[config.mk]
export PLATFORM = sky130hd
export DESIGN_NAME = smbt_timing
export DESIGN_NICKNAME = d
export VERILOG_FILES = /design/src/rtl/smbt_timing.v /design/src/rtl/smbt_filter.v
export VERILOG_INCLUDE_DIRS = /design/src /design/src/common
export SDC_FILE = /design/constraint.sdc
export NUM_CORES = 1
export LEC_CHECK = 0
export BUFFER_PORTS_ARGS = -buffer_cell sky130_fd_sc_hd__buf_2
export CAP_MARGIN = 40
export CORE_MARGIN = 2
export CORE_UTILIZATION = 30
export CTS_BUF_LIST = sky130_fd_sc_hd__clkbuf_8
export DETAILED_ROUTE_END_ITERATION = 16
export HOLD_SLACK_MARGIN = 0.12
export PLACE_DENSITY = 0.51
export SYNTH_ARGS = -nofsm -noshare
export SYNTH_HDL_FRONTEND = slang
export SYNTH_HIERARCHICAL = 1
export SYNTH_SLANG_ARGS = --single-unit
[constraint.sdc]
create_clock -name clk -period 7.6 [get_ports clk]
set_input_delay 0.38 -clock clk [delete_from_list [all_inputs] [get_ports clk]]
set_output_delay 0.38 -clock clk [all_outputs]
set_load 0.01 [all_outputs]
[src/common/smbt_consts.vh]
// Purpose: shared timing constants for the bus timing and timeout block
// Assumes: 20 MHz system clock (50 ns period)
// Notes:   times kept in their own unit; cycle counts derived from them
`ifndef SMBT_CONSTS_VH
`define SMBT_CONSTS_VH

`define SMBT_CLK_KHZ          20000
// speed class encodings
`define SMBT_CLASS_100K       2'h0
`define SMBT_CLASS_400K       2'h1
`define SMBT_CLASS_1M         2'h2
// limits in their printed units
`define SMBT_FREQ_MIN_KHZ     10
`define SMBT_FREQ_MAX_100K    100
`define SMBT_FREQ_MAX_400K    400
`define SMBT_FREQ_MAX_1M      1000
`define SMBT_TIMEOUT_MIN_MS   25
`define SMBT_TIMEOUT_MAX_MS   35
`define SMBT_HIGH_MAX_US      50
`define SMBT_TEXT_MS          25
`define SMBT_CEXT_MS          10
`define SMBT_POR_MS           500
`define SMBT_STRETCH_EXEMPT_US 100
// bus free, start hold, start setup, stop setup in ns
`define SMBT_BUF_100K_NS      4700
`define SMBT_BUF_400K_NS      1300
`define SMBT_BUF_1M_NS        500
`define SMBT_HDSTA_100K_NS    4000
`define SMBT_HDSTA_400K_NS    600
`define SMBT_HDSTA_1M_NS      260
`define SMBT_SUSTA_100K_NS    4700
`define SMBT_SUSTA_400K_NS    600
`define SMBT_SUSTA_1M_NS      260
`define SMBT_SUSTO_100K_NS    4000
`define SMBT_SUSTO_400K_NS    600
`define SMBT_SUSTO_1M_NS      260
`define SMBT_SPIKE_NS         50
`define SMBT_CLK_NS           50
// derived cycle counts: least times round up
`define SMBT_CYC_NS(ns)       (((ns) + `SMBT_CLK_NS - 1) / `SMBT_CLK_NS)
`define SMBT_CYC_US(us)       ((us) * `SMBT_CLK_KHZ / 1000)
`define SMBT_CYC_MS(ms)       ((ms) * `SMBT_CLK_KHZ)
// spike filter length: spike width in cycles plus one
`define SMBT_SPIKE_CYC        (`SMBT_CYC_NS(`SMBT_SPIKE_NS) + 1)

`endif

[src/rtl/smbt_timing.v]
// Purpose: bus timing generation and timeout supervision for a two-wire bus
// Assumes: 20 MHz clk; bus pins open drain, oe high pulls line low
// Notes:   controller side generates clock; target side watches stretches
// Notes on behaviour
// - speed class selects bus free, START setup and hold, STOP setup, clock max and spike filter
// - generated clock between 10 kHz and max
// - detect START at fastest class timing
// - target releases lines after 25 ms low
// - after timeout, ready within 35 ms
// - controller issues STOP after timeout
// - forced timeout holds clock at least 35 ms
// - bus free after 50 us high; high capped
// - bus free time before START
// - start hold before first clock
// - setup before repeated START and STOP
// - target total stretch per message 25 ms
// - controller stretch per byte 10 ms
// - periodic stretch keeps rate above minimum
// - reject 50 ns input glitches in 400 kHz and 1 MHz classes
// - operational within 500 ms of reset
// - simple device restarts on START or STOP
`timescale 1ns/100ps
`include "smbt_consts.vh"
module smbt_timing #(
  parameter [1:0] SPEED_CLASS = `SMBT_CLASS_100K,  // build-time class
  parameter TIMEOUT_MIN_CYC = `SMBT_CYC_MS(`SMBT_TIMEOUT_MIN_MS),
  parameter TIMEOUT_MAX_CYC = `SMBT_CYC_MS(`SMBT_TIMEOUT_MAX_MS),
  parameter TEXT_CYC        = `SMBT_CYC_MS(`SMBT_TEXT_MS),
  parameter CEXT_CYC        = `SMBT_CYC_MS(`SMBT_CEXT_MS),
  parameter POR_CYC         = `SMBT_CYC_MS(`SMBT_POR_MS),
  parameter HIGH_MAX_CYC    = `SMBT_CYC_US(`SMBT_HIGH_MAX_US),
  parameter CNT_W           = 24      // wide enough for POR_CYC
) (
  input  wire clk,
  input  wire rst,
  input  wire clk_pin_in,             // bus clock line level
  input  wire dat_pin_in,             // bus data line level
  output reg  clk_pin_oe,             // pull bus clock low
  output reg  dat_pin_oe,             // pull bus data low
  input  wire start_req,              // pulse: controller wants START / repeated START
  input  wire stop_req,               // pulse: controller wants STOP
  input  wire bit_req,                // pulse: generate one clock bit
  input  wire bit_val,                // data value for that bit
  input  wire ack_mark,               // pulse: byte boundary (ACK) seen by link logic
  input  wire tgt_stretch,            // level: target logic wants clock held low
  input  wire force_timeout,          // pulse: deliberately hold clock for timeout
  output reg  ready_reg,              // device operational after power-on
  output reg  busy_reg,               // controller sequence in progress
  output reg  bus_free_reg,           // bus seen idle
  output reg  start_seen_reg,         // pulse: START detected
  output reg  stop_seen_reg,          // pulse: STOP detected
  output reg  timeout_reg,            // pulse: clock-low timeout detected
  output reg  comm_reset_reg,         // pulse: reset the communication logic
  output reg  text_viol_reg,          // level: target stretch budget spent
  output reg  cext_viol_reg           // level: controller stretch budget spent
);
  // per class intervals, least times rounded up
  localparam BUF_C = (SPEED_CLASS == `SMBT_CLASS_1M) ? `SMBT_CYC_NS(`SMBT_BUF_1M_NS) :
    (SPEED_CLASS == `SMBT_CLASS_400K) ? `SMBT_CYC_NS(`SMBT_BUF_400K_NS) :
    `SMBT_CYC_NS(`SMBT_BUF_100K_NS);
  localparam HDSTA_C = (SPEED_CLASS == `SMBT_CLASS_1M) ? `SMBT_CYC_NS(`SMBT_HDSTA_1M_NS) :
    (SPEED_CLASS == `SMBT_CLASS_400K) ? `SMBT_CYC_NS(`SMBT_HDSTA_400K_NS) :
    `SMBT_CYC_NS(`SMBT_HDSTA_100K_NS);
  localparam SUSTA_C = (SPEED_CLASS == `SMBT_CLASS_1M) ? `SMBT_CYC_NS(`SMBT_SUSTA_1M_NS) :
    (SPEED_CLASS == `SMBT_CLASS_400K) ? `SMBT_CYC_NS(`SMBT_SUSTA_400K_NS) :
    `SMBT_CYC_NS(`SMBT_SUSTA_100K_NS);
  localparam SUSTO_C = (SPEED_CLASS == `SMBT_CLASS_1M) ? `SMBT_CYC_NS(`SMBT_SUSTO_1M_NS) :
    (SPEED_CLASS == `SMBT_CLASS_400K) ? `SMBT_CYC_NS(`SMBT_SUSTO_400K_NS) :
    `SMBT_CYC_NS(`SMBT_SUSTO_100K_NS);
  localparam FMAX_K = (SPEED_CLASS == `SMBT_CLASS_1M) ? `SMBT_FREQ_MAX_1M :
    (SPEED_CLASS == `SMBT_CLASS_400K) ? `SMBT_FREQ_MAX_400K : `SMBT_FREQ_MAX_100K;
  // half period rounded up: rate never above class max
  localparam HALF_C = (`SMBT_CLK_KHZ + 2 * FMAX_K - 1) / (2 * FMAX_K);
  // slowest permitted period, rounded down
  localparam PER_MAX_C = `SMBT_CLK_KHZ / `SMBT_FREQ_MIN_KHZ;
  localparam SPIKE_ON = (SPEED_CLASS != `SMBT_CLASS_100K);

  // controller states
  localparam ST_IDLE  = 3'h0;         // waiting for a request
  localparam ST_BUF   = 3'h1;         // bus free wait before START
  localparam ST_SUSTA = 3'h2;         // clock high before repeated START
  localparam ST_HDSTA = 3'h3;         // data low, clock high after START
  localparam ST_LOW   = 3'h4;         // clock low half
  localparam ST_HIGH  = 3'h5;         // clock high half
  localparam ST_SUSTO = 3'h6;         // clock high, data low before STOP
  localparam ST_FORCE = 3'h7;         // deliberate clock-low hold

  wire scl;                           // filtered clock line
  wire sda;                           // filtered data line
  reg  scl_d_reg;                     // previous filtered clock
  reg  sda_d_reg;                     // previous filtered data
  reg  [CNT_W-1:0] low_cnt_reg;       // single clock-low interval
  reg  [CNT_W-1:0] high_cnt_reg;      // time both lines high
  reg  [CNT_W-1:0] por_cnt_reg;       // power-on readiness
  reg  [CNT_W-1:0] text_cnt_reg;      // target stretch in message
  reg  [CNT_W-1:0] cext_cnt_reg;      // controller stretch in byte
  reg  [CNT_W-1:0] tmr_reg;           // controller phase timer
  reg  [CNT_W-1:0] rec_cnt_reg;       // recovery after timeout
  reg  [2:0]       state_reg;         // controller state
  reg              stop_pend_reg;     // STOP owed after timeout
  reg              in_msg_reg;        // between START and STOP
  reg              recover_reg;       // lines released after timeout
  reg              timed_out_reg;     // timeout already flagged this low

  // glitch filters on both bus inputs
  smbt_filter #(.FILT_LEN(`SMBT_SPIKE_CYC)) u_fclk (
    .clk       (clk),
    .rst       (rst),
    .pin_in    (clk_pin_in),
    .bypass    (!SPIKE_ON),
    .level_reg (scl)
  );
  smbt_filter #(.FILT_LEN(`SMBT_SPIKE_CYC)) u_fdat (
    .clk       (clk),
    .rst       (rst),
    .pin_in    (dat_pin_in),
    .bypass    (!SPIKE_ON),
    .level_reg (sda)
  );

  // bus monitor: conditions, low timeout, idle detect, budgets
  always @(posedge clk or posedge rst) begin
    if (rst) begin
      scl_d_reg      <= 1'b1;
      sda_d_reg      <= 1'b1;
      low_cnt_reg    <= {CNT_W{1'b0}};
      high_cnt_reg   <= {CNT_W{1'b0}};
      por_cnt_reg    <= {CNT_W{1'b0}};
      text_cnt_reg   <= {CNT_W{1'b0}};
      cext_cnt_reg   <= {CNT_W{1'b0}};
      rec_cnt_reg    <= {CNT_W{1'b0}};
      ready_reg      <= 1'b0;
      bus_free_reg   <= 1'b0;
      start_seen_reg <= 1'b0;
      stop_seen_reg  <= 1'b0;
      timeout_reg    <= 1'b0;
      comm_reset_reg <= 1'b0;
      text_viol_reg  <= 1'b0;
      cext_viol_reg  <= 1'b0;
      in_msg_reg     <= 1'b0;
      recover_reg    <= 1'b0;
      timed_out_reg  <= 1'b0;
    end else begin
      scl_d_reg <= scl;
      sda_d_reg <= sda;
      // readiness reached right at the power-on limit
      if (por_cnt_reg < POR_CYC[CNT_W-1:0] - 1'b1) begin
        por_cnt_reg <= por_cnt_reg + 1'b1;
      end else begin
        ready_reg <= 1'b1;
      end
      // data edge while clock high
      start_seen_reg <= scl && scl_d_reg && sda_d_reg && !sda;
      stop_seen_reg  <= scl && scl_d_reg && !sda_d_reg && sda;
      // restart on START or STOP, or at timeout
      comm_reset_reg <= (scl && scl_d_reg && (sda_d_reg != sda)) ||
                        (low_cnt_reg == TIMEOUT_MIN_CYC[CNT_W-1:0]);
      if (scl && scl_d_reg && sda_d_reg && !sda) begin
        in_msg_reg    <= 1'b1;
        text_cnt_reg  <= {CNT_W{1'b0}};
        cext_cnt_reg  <= {CNT_W{1'b0}};
        text_viol_reg <= 1'b0;
        cext_viol_reg <= 1'b0;
      end else if (scl && scl_d_reg && !sda_d_reg && sda) begin
        in_msg_reg <= 1'b0;
      end
      // low counter restarts on fall, clears on return high
      if (scl_d_reg && !scl) begin
        low_cnt_reg   <= {CNT_W{1'b0}};
        timed_out_reg <= 1'b0;
      end else if (scl) begin
        low_cnt_reg   <= {CNT_W{1'b0}};
        timed_out_reg <= 1'b0;
      end else if (low_cnt_reg != {CNT_W{1'b1}}) begin
        low_cnt_reg <= low_cnt_reg + 1'b1;
      end
      // timeout after a single low interval of the minimum length
      timeout_reg <= 1'b0;
      if (!scl && !timed_out_reg && low_cnt_reg >= TIMEOUT_MIN_CYC[CNT_W-1:0]) begin
        timeout_reg   <= 1'b1;
        timed_out_reg <= 1'b1;
        recover_reg   <= 1'b1;
        rec_cnt_reg   <= {CNT_W{1'b0}};
        in_msg_reg    <= 1'b0;
      end else if (recover_reg) begin
        // released until clock rises or max passes
        rec_cnt_reg <= rec_cnt_reg + 1'b1;
        if (scl || rec_cnt_reg >= TIMEOUT_MAX_CYC[CNT_W-1:0] - TIMEOUT_MIN_CYC[CNT_W-1:0]) begin
          recover_reg <= 1'b0;
        end
      end
      // idle once both lines high past the high limit
      if (scl && sda) begin
        if (high_cnt_reg <= HIGH_MAX_CYC[CNT_W-1:0]) begin
          high_cnt_reg <= high_cnt_reg + 1'b1;
        end
      end else begin
        high_cnt_reg <= {CNT_W{1'b0}};
      end
      bus_free_reg <= scl && sda && (high_cnt_reg > HIGH_MAX_CYC[CNT_W-1:0]);
      // target stretch budget over whole message
      if (in_msg_reg && tgt_stretch && !scl) begin
        text_cnt_reg <= text_cnt_reg + 1'b1;
        if (text_cnt_reg >= TEXT_CYC[CNT_W-1:0] - 1'b1) begin
          text_viol_reg <= 1'b1;
        end
      end
      // controller stretch budget per byte, reset at each ACK
      if (ack_mark) begin
        cext_cnt_reg <= {CNT_W{1'b0}};
      end else if (busy_reg && state_reg == ST_LOW && tmr_reg >= HALF_C[CNT_W-1:0]) begin
        cext_cnt_reg <= cext_cnt_reg + 1'b1;
        if (cext_cnt_reg >= CEXT_CYC[CNT_W-1:0] - 1'b1) begin
          cext_viol_reg <= 1'b1;
        end
      end
    end
  end

  // controller sequencer and pin drivers
  always @(posedge clk or posedge rst) begin
    if (rst) begin
      state_reg     <= ST_IDLE;
      tmr_reg       <= {CNT_W{1'b0}};
      clk_pin_oe    <= 1'b0;
      dat_pin_oe    <= 1'b0;
      busy_reg      <= 1'b0;
      stop_pend_reg <= 1'b0;
    end else begin
      tmr_reg <= tmr_reg + 1'b1;
      if (timeout_reg && busy_reg) begin
        stop_pend_reg <= 1'b1;        // STOP owed after current bit
      end
      case (state_reg)
        ST_IDLE: begin
          busy_reg <= 1'b0;
          // target stretch holds clock; dropped while recovering
          clk_pin_oe <= tgt_stretch && !recover_reg && !text_viol_reg;
          dat_pin_oe <= 1'b0;
          tmr_reg    <= {CNT_W{1'b0}};
          stop_pend_reg <= 1'b0;     // no STOP owed from an old sequence
          if (!ready_reg) begin
            state_reg <= ST_IDLE;
          end else if (force_timeout) begin
            state_reg  <= ST_FORCE;
            busy_reg   <= 1'b1;
          end else if (start_req && !recover_reg) begin
            state_reg <= ST_BUF;
            busy_reg  <= 1'b1;
          end
        end
        ST_BUF: begin
          // wait bus free time, restart if the bus is not high
          if (!(scl && sda)) begin
            tmr_reg <= {CNT_W{1'b0}};
          end else if (tmr_reg >= BUF_C[CNT_W-1:0]) begin
            dat_pin_oe <= 1'b1;
            tmr_reg    <= {CNT_W{1'b0}};
            state_reg  <= ST_HDSTA;
          end
        end
        ST_SUSTA: begin
          // clock high with data released before repeated START
          clk_pin_oe <= 1'b0;
          dat_pin_oe <= 1'b0;
          if (!scl) begin
            tmr_reg <= {CNT_W{1'b0}};
          end else if (tmr_reg >= SUSTA_C[CNT_W-1:0]) begin
            dat_pin_oe <= 1'b1;
            tmr_reg    <= {CNT_W{1'b0}};
            state_reg  <= ST_HDSTA;
          end
        end
        ST_HDSTA: begin
          // hold start before first clock
          if (tmr_reg >= HDSTA_C[CNT_W-1:0]) begin
            clk_pin_oe <= 1'b1;
            tmr_reg    <= {CNT_W{1'b0}};
            state_reg  <= ST_LOW;
          end
        end
        ST_LOW: begin
          clk_pin_oe <= 1'b1;
          if (tmr_reg >= HALF_C[CNT_W-1:0] - 1'b1) begin
            if (stop_pend_reg || stop_req) begin
              dat_pin_oe <= 1'b1;
              if (tmr_reg >= (HALF_C[CNT_W-1:0] << 1)) begin
                clk_pin_oe    <= 1'b0;
                tmr_reg       <= {CNT_W{1'b0}};
                stop_pend_reg <= 1'b0;
                state_reg     <= ST_SUSTO;
              end
            end else if (start_req) begin
              dat_pin_oe <= 1'b0;
              clk_pin_oe <= 1'b0;
              tmr_reg    <= {CNT_W{1'b0}};
              state_reg  <= ST_SUSTA;
            end else if (bit_req && dat_pin_oe == bit_val) begin
              dat_pin_oe <= !bit_val; // data settles before clock rises
            end else if (bit_req) begin
              // period stays under the 10 kHz floor
              dat_pin_oe <= !bit_val;
              clk_pin_oe <= 1'b0;
              tmr_reg    <= {CNT_W{1'b0}};
              state_reg  <= ST_HIGH;
            end else if (tmr_reg >= PER_MAX_C[CNT_W-1:0] - HALF_C[CNT_W-1:0]) begin
              stop_pend_reg <= 1'b1;  // no bit in time: STOP
            end
          end
        end
        ST_HIGH: begin
          clk_pin_oe <= 1'b0;
          if (!scl) begin
            tmr_reg <= {CNT_W{1'b0}}; // stretched by another party
          end else if (tmr_reg >= HALF_C[CNT_W-1:0] - 1'b1) begin
            // high phase far below the idle-detect limit
            clk_pin_oe <= 1'b1;
            tmr_reg    <= {CNT_W{1'b0}};
            state_reg  <= ST_LOW;
          end
        end
        ST_SUSTO: begin
          // setup before releasing data for STOP
          if (!scl) begin
            tmr_reg <= {CNT_W{1'b0}};
          end else if (tmr_reg >= SUSTO_C[CNT_W-1:0]) begin
            dat_pin_oe <= 1'b0;
            tmr_reg    <= {CNT_W{1'b0}};
            state_reg  <= ST_IDLE;
          end
        end
        ST_FORCE: begin
          // hold clock past the max timeout so all parties time out
          clk_pin_oe <= 1'b1;
          dat_pin_oe <= 1'b0;
          if (tmr_reg >= TIMEOUT_MAX_CYC[CNT_W-1:0]) begin
            clk_pin_oe <= 1'b0;
            state_reg  <= ST_IDLE;
          end
        end
        default: begin
          state_reg <= ST_IDLE;
        end
      endcase
    end
  end
endmodule // smbt_timing

[src/rtl/smbt_filter.v]
// Purpose: synchronise and de-glitch one bus input
// Assumes: input is asynchronous to clk
// Notes:   two flops, then a level must hold FILT_LEN cycles
`timescale 1ns/100ps
module smbt_filter #(
  parameter FILT_LEN = 2              // cycles a new level must hold
) (
  input  wire clk,
  input  wire rst,
  input  wire pin_in,                 // raw pin level
  input  wire bypass,                 // no spike filtering (100 kHz class)
  output reg  level_reg               // clean level
);
  reg       sync1_reg;                // first synchroniser flop, read only by sync2
  reg       sync2_reg;                // second synchroniser flop
  reg [3:0] cnt_reg;                  // run length of a differing level

  // synchroniser and run-length filter; idle bus level is high
  always @(posedge clk or posedge rst) begin
    if (rst) begin
      sync1_reg <= 1'b1;
      sync2_reg <= 1'b1;
      cnt_reg   <= 4'h0;
      level_reg <= 1'b1;
    end else begin
      sync1_reg <= pin_in;
      sync2_reg <= sync1_reg;
      if (sync2_reg == level_reg) begin
        cnt_reg <= 4'h0;
      end else if (bypass || cnt_reg >= FILT_LEN[3:0] - 4'h1) begin
        level_reg <= sync2_reg;       // pulse outlived a spike
        cnt_reg   <= 4'h0;
      end else begin
        cnt_reg <= cnt_reg + 4'h1;
      end
    end
  end
endmodule // smbt_filter

=== Word-level counts from Yosys, hierarchy flattened ===
Index checks and enable logic that the tools add are counted.

* Output and inout port bits: 11
* Register bits: 194

* Reduce and logical (&&, ||, !) cells: 43
* Order comparisons: 14
* Eq/ne operators: 29
* Multiplexer cells: 96
* Add/sub/neg operators: 7

{| class="wikitable"
|+ Operators by type and width
! kind !! number
|-
| $mux 24 || 24
|-
| $add 24x1->24 const B || 7
|-
| $pmux 24 s7 || 1
|-
| $ge 24x7->1 const B || 4
|-
| $mux 3 || 18
|-
| $mux 1 || 49
|-
| $ge 24x18->1 const B || 2
|-
| $ge 24x19->1 const B || 2
|-
| $eq 24x19->1 const B || 1
|-
| $ge 24x11->1 const B || 1
|-
| $ge 24x20->1 const B || 1
|-
| $ge 24x8->1 const B || 1
|-
| $gt 24x10->1 const B || 1
|-
| $le 24x10->1 const B || 1
|-
| $lt 24x24->1 const B || 1
|-
| $ne 24x24->1 const B || 1
|-
| $pmux 3 s8 || 1
|-
| $logic_and 1x1->1 || 20
|-
| $ne 2x2->1 const B || 7
|-
| $reduce_and 13->1 || 1
|-
| $eq 3x3->1 const B || 4
|-
| $reduce_bool 3->1 || 4
|-
| $ne 2x1->1 const B || 4
|-
| $ne 4x4->1 const B || 2
|-
| 19 further kinds || 31
|}

=== Logic depth before layout (Yosys ltp) ===
* Word-level depth: 9
* Mapped depth: 9

=== Modules after synthesis ===
Netlist, hierarchy kept.

{| class="wikitable"
|+ By module, submodules not included
! module !! area an instance (sq um) !! sequential area each (sq um) !! times used !! cells each
|-
| smbt_timing || 9771.9 || 4707.0 || 1 || 1044
|-
| smbt_filter || 311.5 || 178.9 || 2 || 24
|}

=== Worst setup path before layout ===
Ideal clock, no wire load.

* Kind: reg-to-reg
* Start: register por_cnt_reg[0]
* End: register por_cnt_reg[14]
* Required time: 7.473 ns
* Arrival time: 2.234 ns
* Cell stages (with the launch flop): 8
* Slack: 5.239 ns
* Path buffers: 0
* Period minus slack after synthesis: 2.361 ns
* Cells stage by stage: dfrtp_1 > ha_1 > and3_2 > a2111o_1 > a2111oi_4 > o21ai_4 > or3_1 > xnor2_1

* Cells in the longest elaborated chain, start to end: 1
* Elaborated cells on any way between the ends: 2
* Those cells by class: add/sub (1); order compare (1)

{| class="wikitable"
|+ Ends and longest elaborated chain
! item !! line !! text
|-
| start, declared || smbt_timing.v:94 || <nowiki>reg [CNT_W-1:0] por_cnt_reg;</nowiki>
|-
| start signal, assigned || smbt_timing.v:128 || <nowiki>por_cnt_reg <= {CNT_W{1'b0}};</nowiki>
|-
| start signal, assigned || smbt_timing.v:148 || <nowiki>por_cnt_reg <= por_cnt_reg + 1'b1;</nowiki>
|-
| $add 24x1->24 or $lt 24x24->1 (tied branches) || smbt_timing.v:148, smbt_timing.v:147 ||
|}

Several ways; a longest one is shown, not always the timed one.
A chain may end at the register's enable or synchronous reset.

=== Final worst setup path ===
* Start: register state_reg[2]
* End: register cext_cnt_reg[19]

* Cells in the longest elaborated chain, start to end: 5
* Elaborated cells on any way between the ends: 6
* Those cells by class: eq/ne (1); mux (2); reduce/logical (3)

{| class="wikitable"
|+ Ends and longest elaborated chain
! item !! line !! text
|-
| start, declared || smbt_timing.v:99 || <nowiki>reg [2:0] state_reg;</nowiki>
|-
| start signal, assigned || smbt_timing.v:223 || <nowiki>state_reg <= ST_IDLE;</nowiki>
|-
| start signal, assigned || smbt_timing.v:243 || <nowiki>state_reg <= ST_IDLE;</nowiki>
|-
| start signal, assigned || smbt_timing.v:245 || <nowiki>state_reg <= ST_FORCE;</nowiki>
|-
| $eq 3x3->1 * || smbt_timing.v:211 || <nowiki>end else if (busy_reg && state_reg == ST_LOW && tmr_reg >= HALF_C[CNT_W-1:0]) begin</nowiki>
|-
| $logic_and 1x1->1 * (2 in series) || smbt_timing.v:211 ||
|-
| $mux 24 || smbt_timing.v:211 ||
|-
| $mux 24 || smbt_timing.v:209 || <nowiki>if (ack_mark) begin</nowiki>
|-
| end signal, assigned || smbt_timing.v:161 || <nowiki>cext_cnt_reg <= {CNT_W{1'b0}};</nowiki>
|-
| end signal, assigned || smbt_timing.v:210 || <nowiki>cext_cnt_reg <= {CNT_W{1'b0}};</nowiki>
|-
| end signal, assigned || smbt_timing.v:212 || <nowiki>cext_cnt_reg <= cext_cnt_reg + 1'b1;</nowiki>
|-
| end, declared || smbt_timing.v:96 || <nowiki>reg [CNT_W-1:0] cext_cnt_reg;</nowiki>
|}

Every way passes the cells marked *; elsewhere a longest branch is shown, timed or not.

==> impl_metrics.py <==
metrics = {
    "sta": {
        "min_period_over_period": 0.365,
        "tightestPinTransition_ps": 776,
        "relSlewSlack": 0.479,
        "rsz0062_at_grt": "no",
        "final.setup.tns_ps": 0,
        "fmax_mhz": 361,
        "setup_violations": 0,
        "hold_violations": 0,
        "finClkSkew_ps": 23.2,
        "hold_slack_ps": 248,
        "drv_slew": 0,
        "layout_min_cycle_time_ps": 2770,
        "layout_setup_ws_ps": 4830,
    },
    "floorplanning": {
        "dieArea_um2": 36200,
        "die_x_um": 190,
        "std_cell_rows": 68,
        "fp.dieH_um": 190,
        "core_region_area_um2": 34400,
        "start_util": 0.302,
        "pin_count": 22,
    },
    "final_layout": {
        "post-route-util": 0.345,
        "final_cell_area_um2": 11900,
        "syn_to_final_growth_pct": 14.0,
        "fin_cells": 1611,
        "final_nets": 1156,
        "drive_gt1_frac": 0.102,
    },
    "route": {
        "drt_pre_antenna_iters": 5,
        "drc": 0,
        "vias_per_cell": 4.93,
        "ant_nets": 0,
        "drt_wl_total_mm": 22.5,
        "drt_iter0_drc": 464,
        "vias": 7941,
        "avgRoutedWirePerCell_um": 14.0,
    },
    "hold_path": {
        "holdCritPathClass": "in -> reg",
        "whs_path_depth": 3,
    },
    "clock_network": {
        "cts_num_sinks": 202,
        "path_clk_slew_ps": 50,
        "holdBufCountCts": 4,
        "htreeDepth": 2,
        "clock_latency_ps": 530,
        "tritoncts": "yes",
        "cts-root-buf": "clkbuf_8",
        "postCtsSetupRepairBufs": 0,
        "clk_path_buf_depth": 3,
        "cts_buffers": 40,
        "cts_resized": 0,
    },
    "global_route": {
        "grt.total_usage": 0.129,
        "antenna_found_initial": 1,
        "grt_pass1_wl_mm": 39.2,
        "grt_max_degree": 93,
        "grt_pass1_vias": 7914,
        "overflow": 0,
    },
    "power_and_ir_drop": {
        "p_clk_frac": 0.460,
        "leakagePower_nw": 5.11,
        "netSwitchingFraction": 0.245,
        "power_density_nw_per_um2": 194,
        "pwr-share-seq": 0.491,
        "combPwrFrac": 0.049,
        "p_int_mw": 1.74,
        "ir_drop_uv": 136,
        "finalPower_mw": 2.30,
        "p_sw_mw": 0.565,
    },
    "critical_path": {
        "start_kind": "register",
        "end_kind": "register",
        "max_stage_delay_ps": 770,
        "worstRegToRegCells": 7,
        "worstSetupPathType": "reg -> reg",
        "critPathArrivalTime_ps": 3160,
        "path_max_fanout": 22,
        "crit_slowest_cell": "dfrtp_1",
        "crit_chain": "inv_1, nor3_1, o311ai_2, buf_4, a2111oi_0, xnor2_1, nor2_1",
        "worstPathRequired_ps": 7990,
    },
    "placement": {
        "port-buffer-count": 21,
        "dp_hpwl_mm": 15.0,
        "place_congestion": 0.793,
        "postPlaceCellArea_um2": 11000,
        "placedCellCount": 1537,
        "place_ws_ps": 4800,
    },
    "status": {
        "status": "finished clean",
    },
    "yosys": {
        "ys_warn_count": 6,
        "netlist.top_cell.by_area": "dfrtp_1",
        "ys.flop_type": "dfrtp_1",
        "syn_area_um2": 10400,
        "yosysUniqueCellTypes": 80,
        "synth_seq_cells": 202,
        "async_flop_share": 1.00,
        "synth_top_area_frac": 0.467,
        "yosys-top-cells-area": "dfrtp_1 47%, nor2_1 5.3%, xnor2_1 5.0%, xor2_1 4.1%, nand3_1 3.6%",
        "postSynthCellCount": 1092,
        "synth-edff-count": 0,
        "syn_avg_cell_area_um2": 9.52,
        "ys_seq_area_frac": 0.487,
    },
    "flow_run": {
        "max_cap_viol_count": 0,
    },
}
-- cell type report --
type | instances | area (µm²)
Clock inverter | 18 | 72.6
Sequential cell | 202 | 5060
Tap cell | 455 | 569
Timing Repair Buffer | 36 | 275
Multi-Input combinational cell | 808 | 5010
Inverter | 40 | 158
Clock buffer | 51 | 702
Fill cell | 3564 | 22500
Antenna cell | 1 | 2.50
-- power by group through the flow --
stage	Sequential, mW	Clock, mW	Combinational (mW)
2_1_floorplan	1.14	0	0.0822
3_3_place_gp	1.15	0	0.111
3_5_place_dp	1.15	0	0.117
4_1_cts	1.13	1.11	0.118
5_1_grt	1.13	1.15	0.133
6_report	1.13	1.06	0.114
-- metal layers --
metal / global-route usage / vias to the layer above / routed length (µm)
li1: - / 3927 / -
met1: 0.176 / 3839 / 10700
met2: 0.203 / 130 / 10100
met3: 0.0304 / 45 / 1130
met4: 0.0417 / 0 / 524
met5: 0 / - / 0
-- Yosys cell counts, types with 4 or more instances --
cell type / n
mux2i_1: 7
dfstp_2: 8
nand4_1: 34
o21ai_0: 36
and2_1: 8
a211oi_1: 9
nor3_1: 32
nor2b_1: 7
nor4_1: 15
a2111oi_0: 4
nand3_1: 74
and4_1: 12
and3_1: 30
o31ai_1: 10
mux2_2: 4
dfrtp_1: 194
o21a_1: 4
o31a_1: 5
xor2_1: 49
a22o_1: 4
nand2b_1: 11
nor2_1: 148
a31oi_1: 21
clkbuf_1: 32
o211ai_1: 9
buf_2: 5
inv_1: 40
xnor2_1: 59
or3_1: 10
ha_1: 17
or4_1: 4
a41oi_1: 5
a21oi_1: 28
nand2_1: 89
-- kinds of logic (layout without fill, tap and decap cells) --
| logic type | after synthesis | after routing | synth area share |
|---|---|---|---|
| simple gates | 499 | 499 | 0.241 |
| flops | 202 | 202 | 0.487 |
| compound gates | 167 | 167 | 0.112 |
| xor+xnor | 108 | 108 | 0.0910 |
| buf+inv | 83 | 145 | 0.0335 |
| fa+ha+maj | 17 | 17 | 0.0205 |
| mux | 13 | 13 | 0.0132 |
| other cells | 3 | 5 | 0.00108 |
-- worst max-delay path, delay by kind of cell (launching register included) --
family	cells	cell delay (ps)
DFF	1	770
buffers and inverters	2	570
and+or+nand+nor	2	480
AOI/OAI and AO/OA	2	650
xor gates and xnor gates	1	180
-- worst paths after layout --
kind / from / endpoint / slack [ps]
hold reg to reg: u_fclk/sync1_reg / u_fclk/sync2_reg / 360
setup reg to reg: state_reg[2] / cext_cnt_reg[19] / 4830
hold / removal: force_timeout / busy_reg / 250
setup / recovery: state_reg[2] / cext_cnt_reg[19] / 4830
max in group asynchronous: rst / tmr_reg[8] / 5860
min in group asynchronous: rst / low_cnt_reg[21] / 380
-- cells in the final DEF, fill, tap and decap left out, types with 5 or more instances in the layout --
cell type  instances
a211oi_1           9
a21oi_1           28
a31oi_1           21
a41oi_1            5
and2_1             8
and3_1            30
and4_1            12
buf_2             21
buf_4              8
clkbuf_8          51
dfrtp_1          194
dfstp_2            8
ha_1              17
inv_1             53
mux2i_1            7
nand2_1           89
nand2b_1          11
nand3_1           74
nand4_1           34
nor2_1           148
nor2b_1            7
nor3_1            32
nor4_1            15
o211ai_1           9
o21ai_0           36
o31a_1             5
o31ai_1           10
or3_1             10
xnor2_1           59
xor2_1            49
Power figures use the tool's default switching activity.
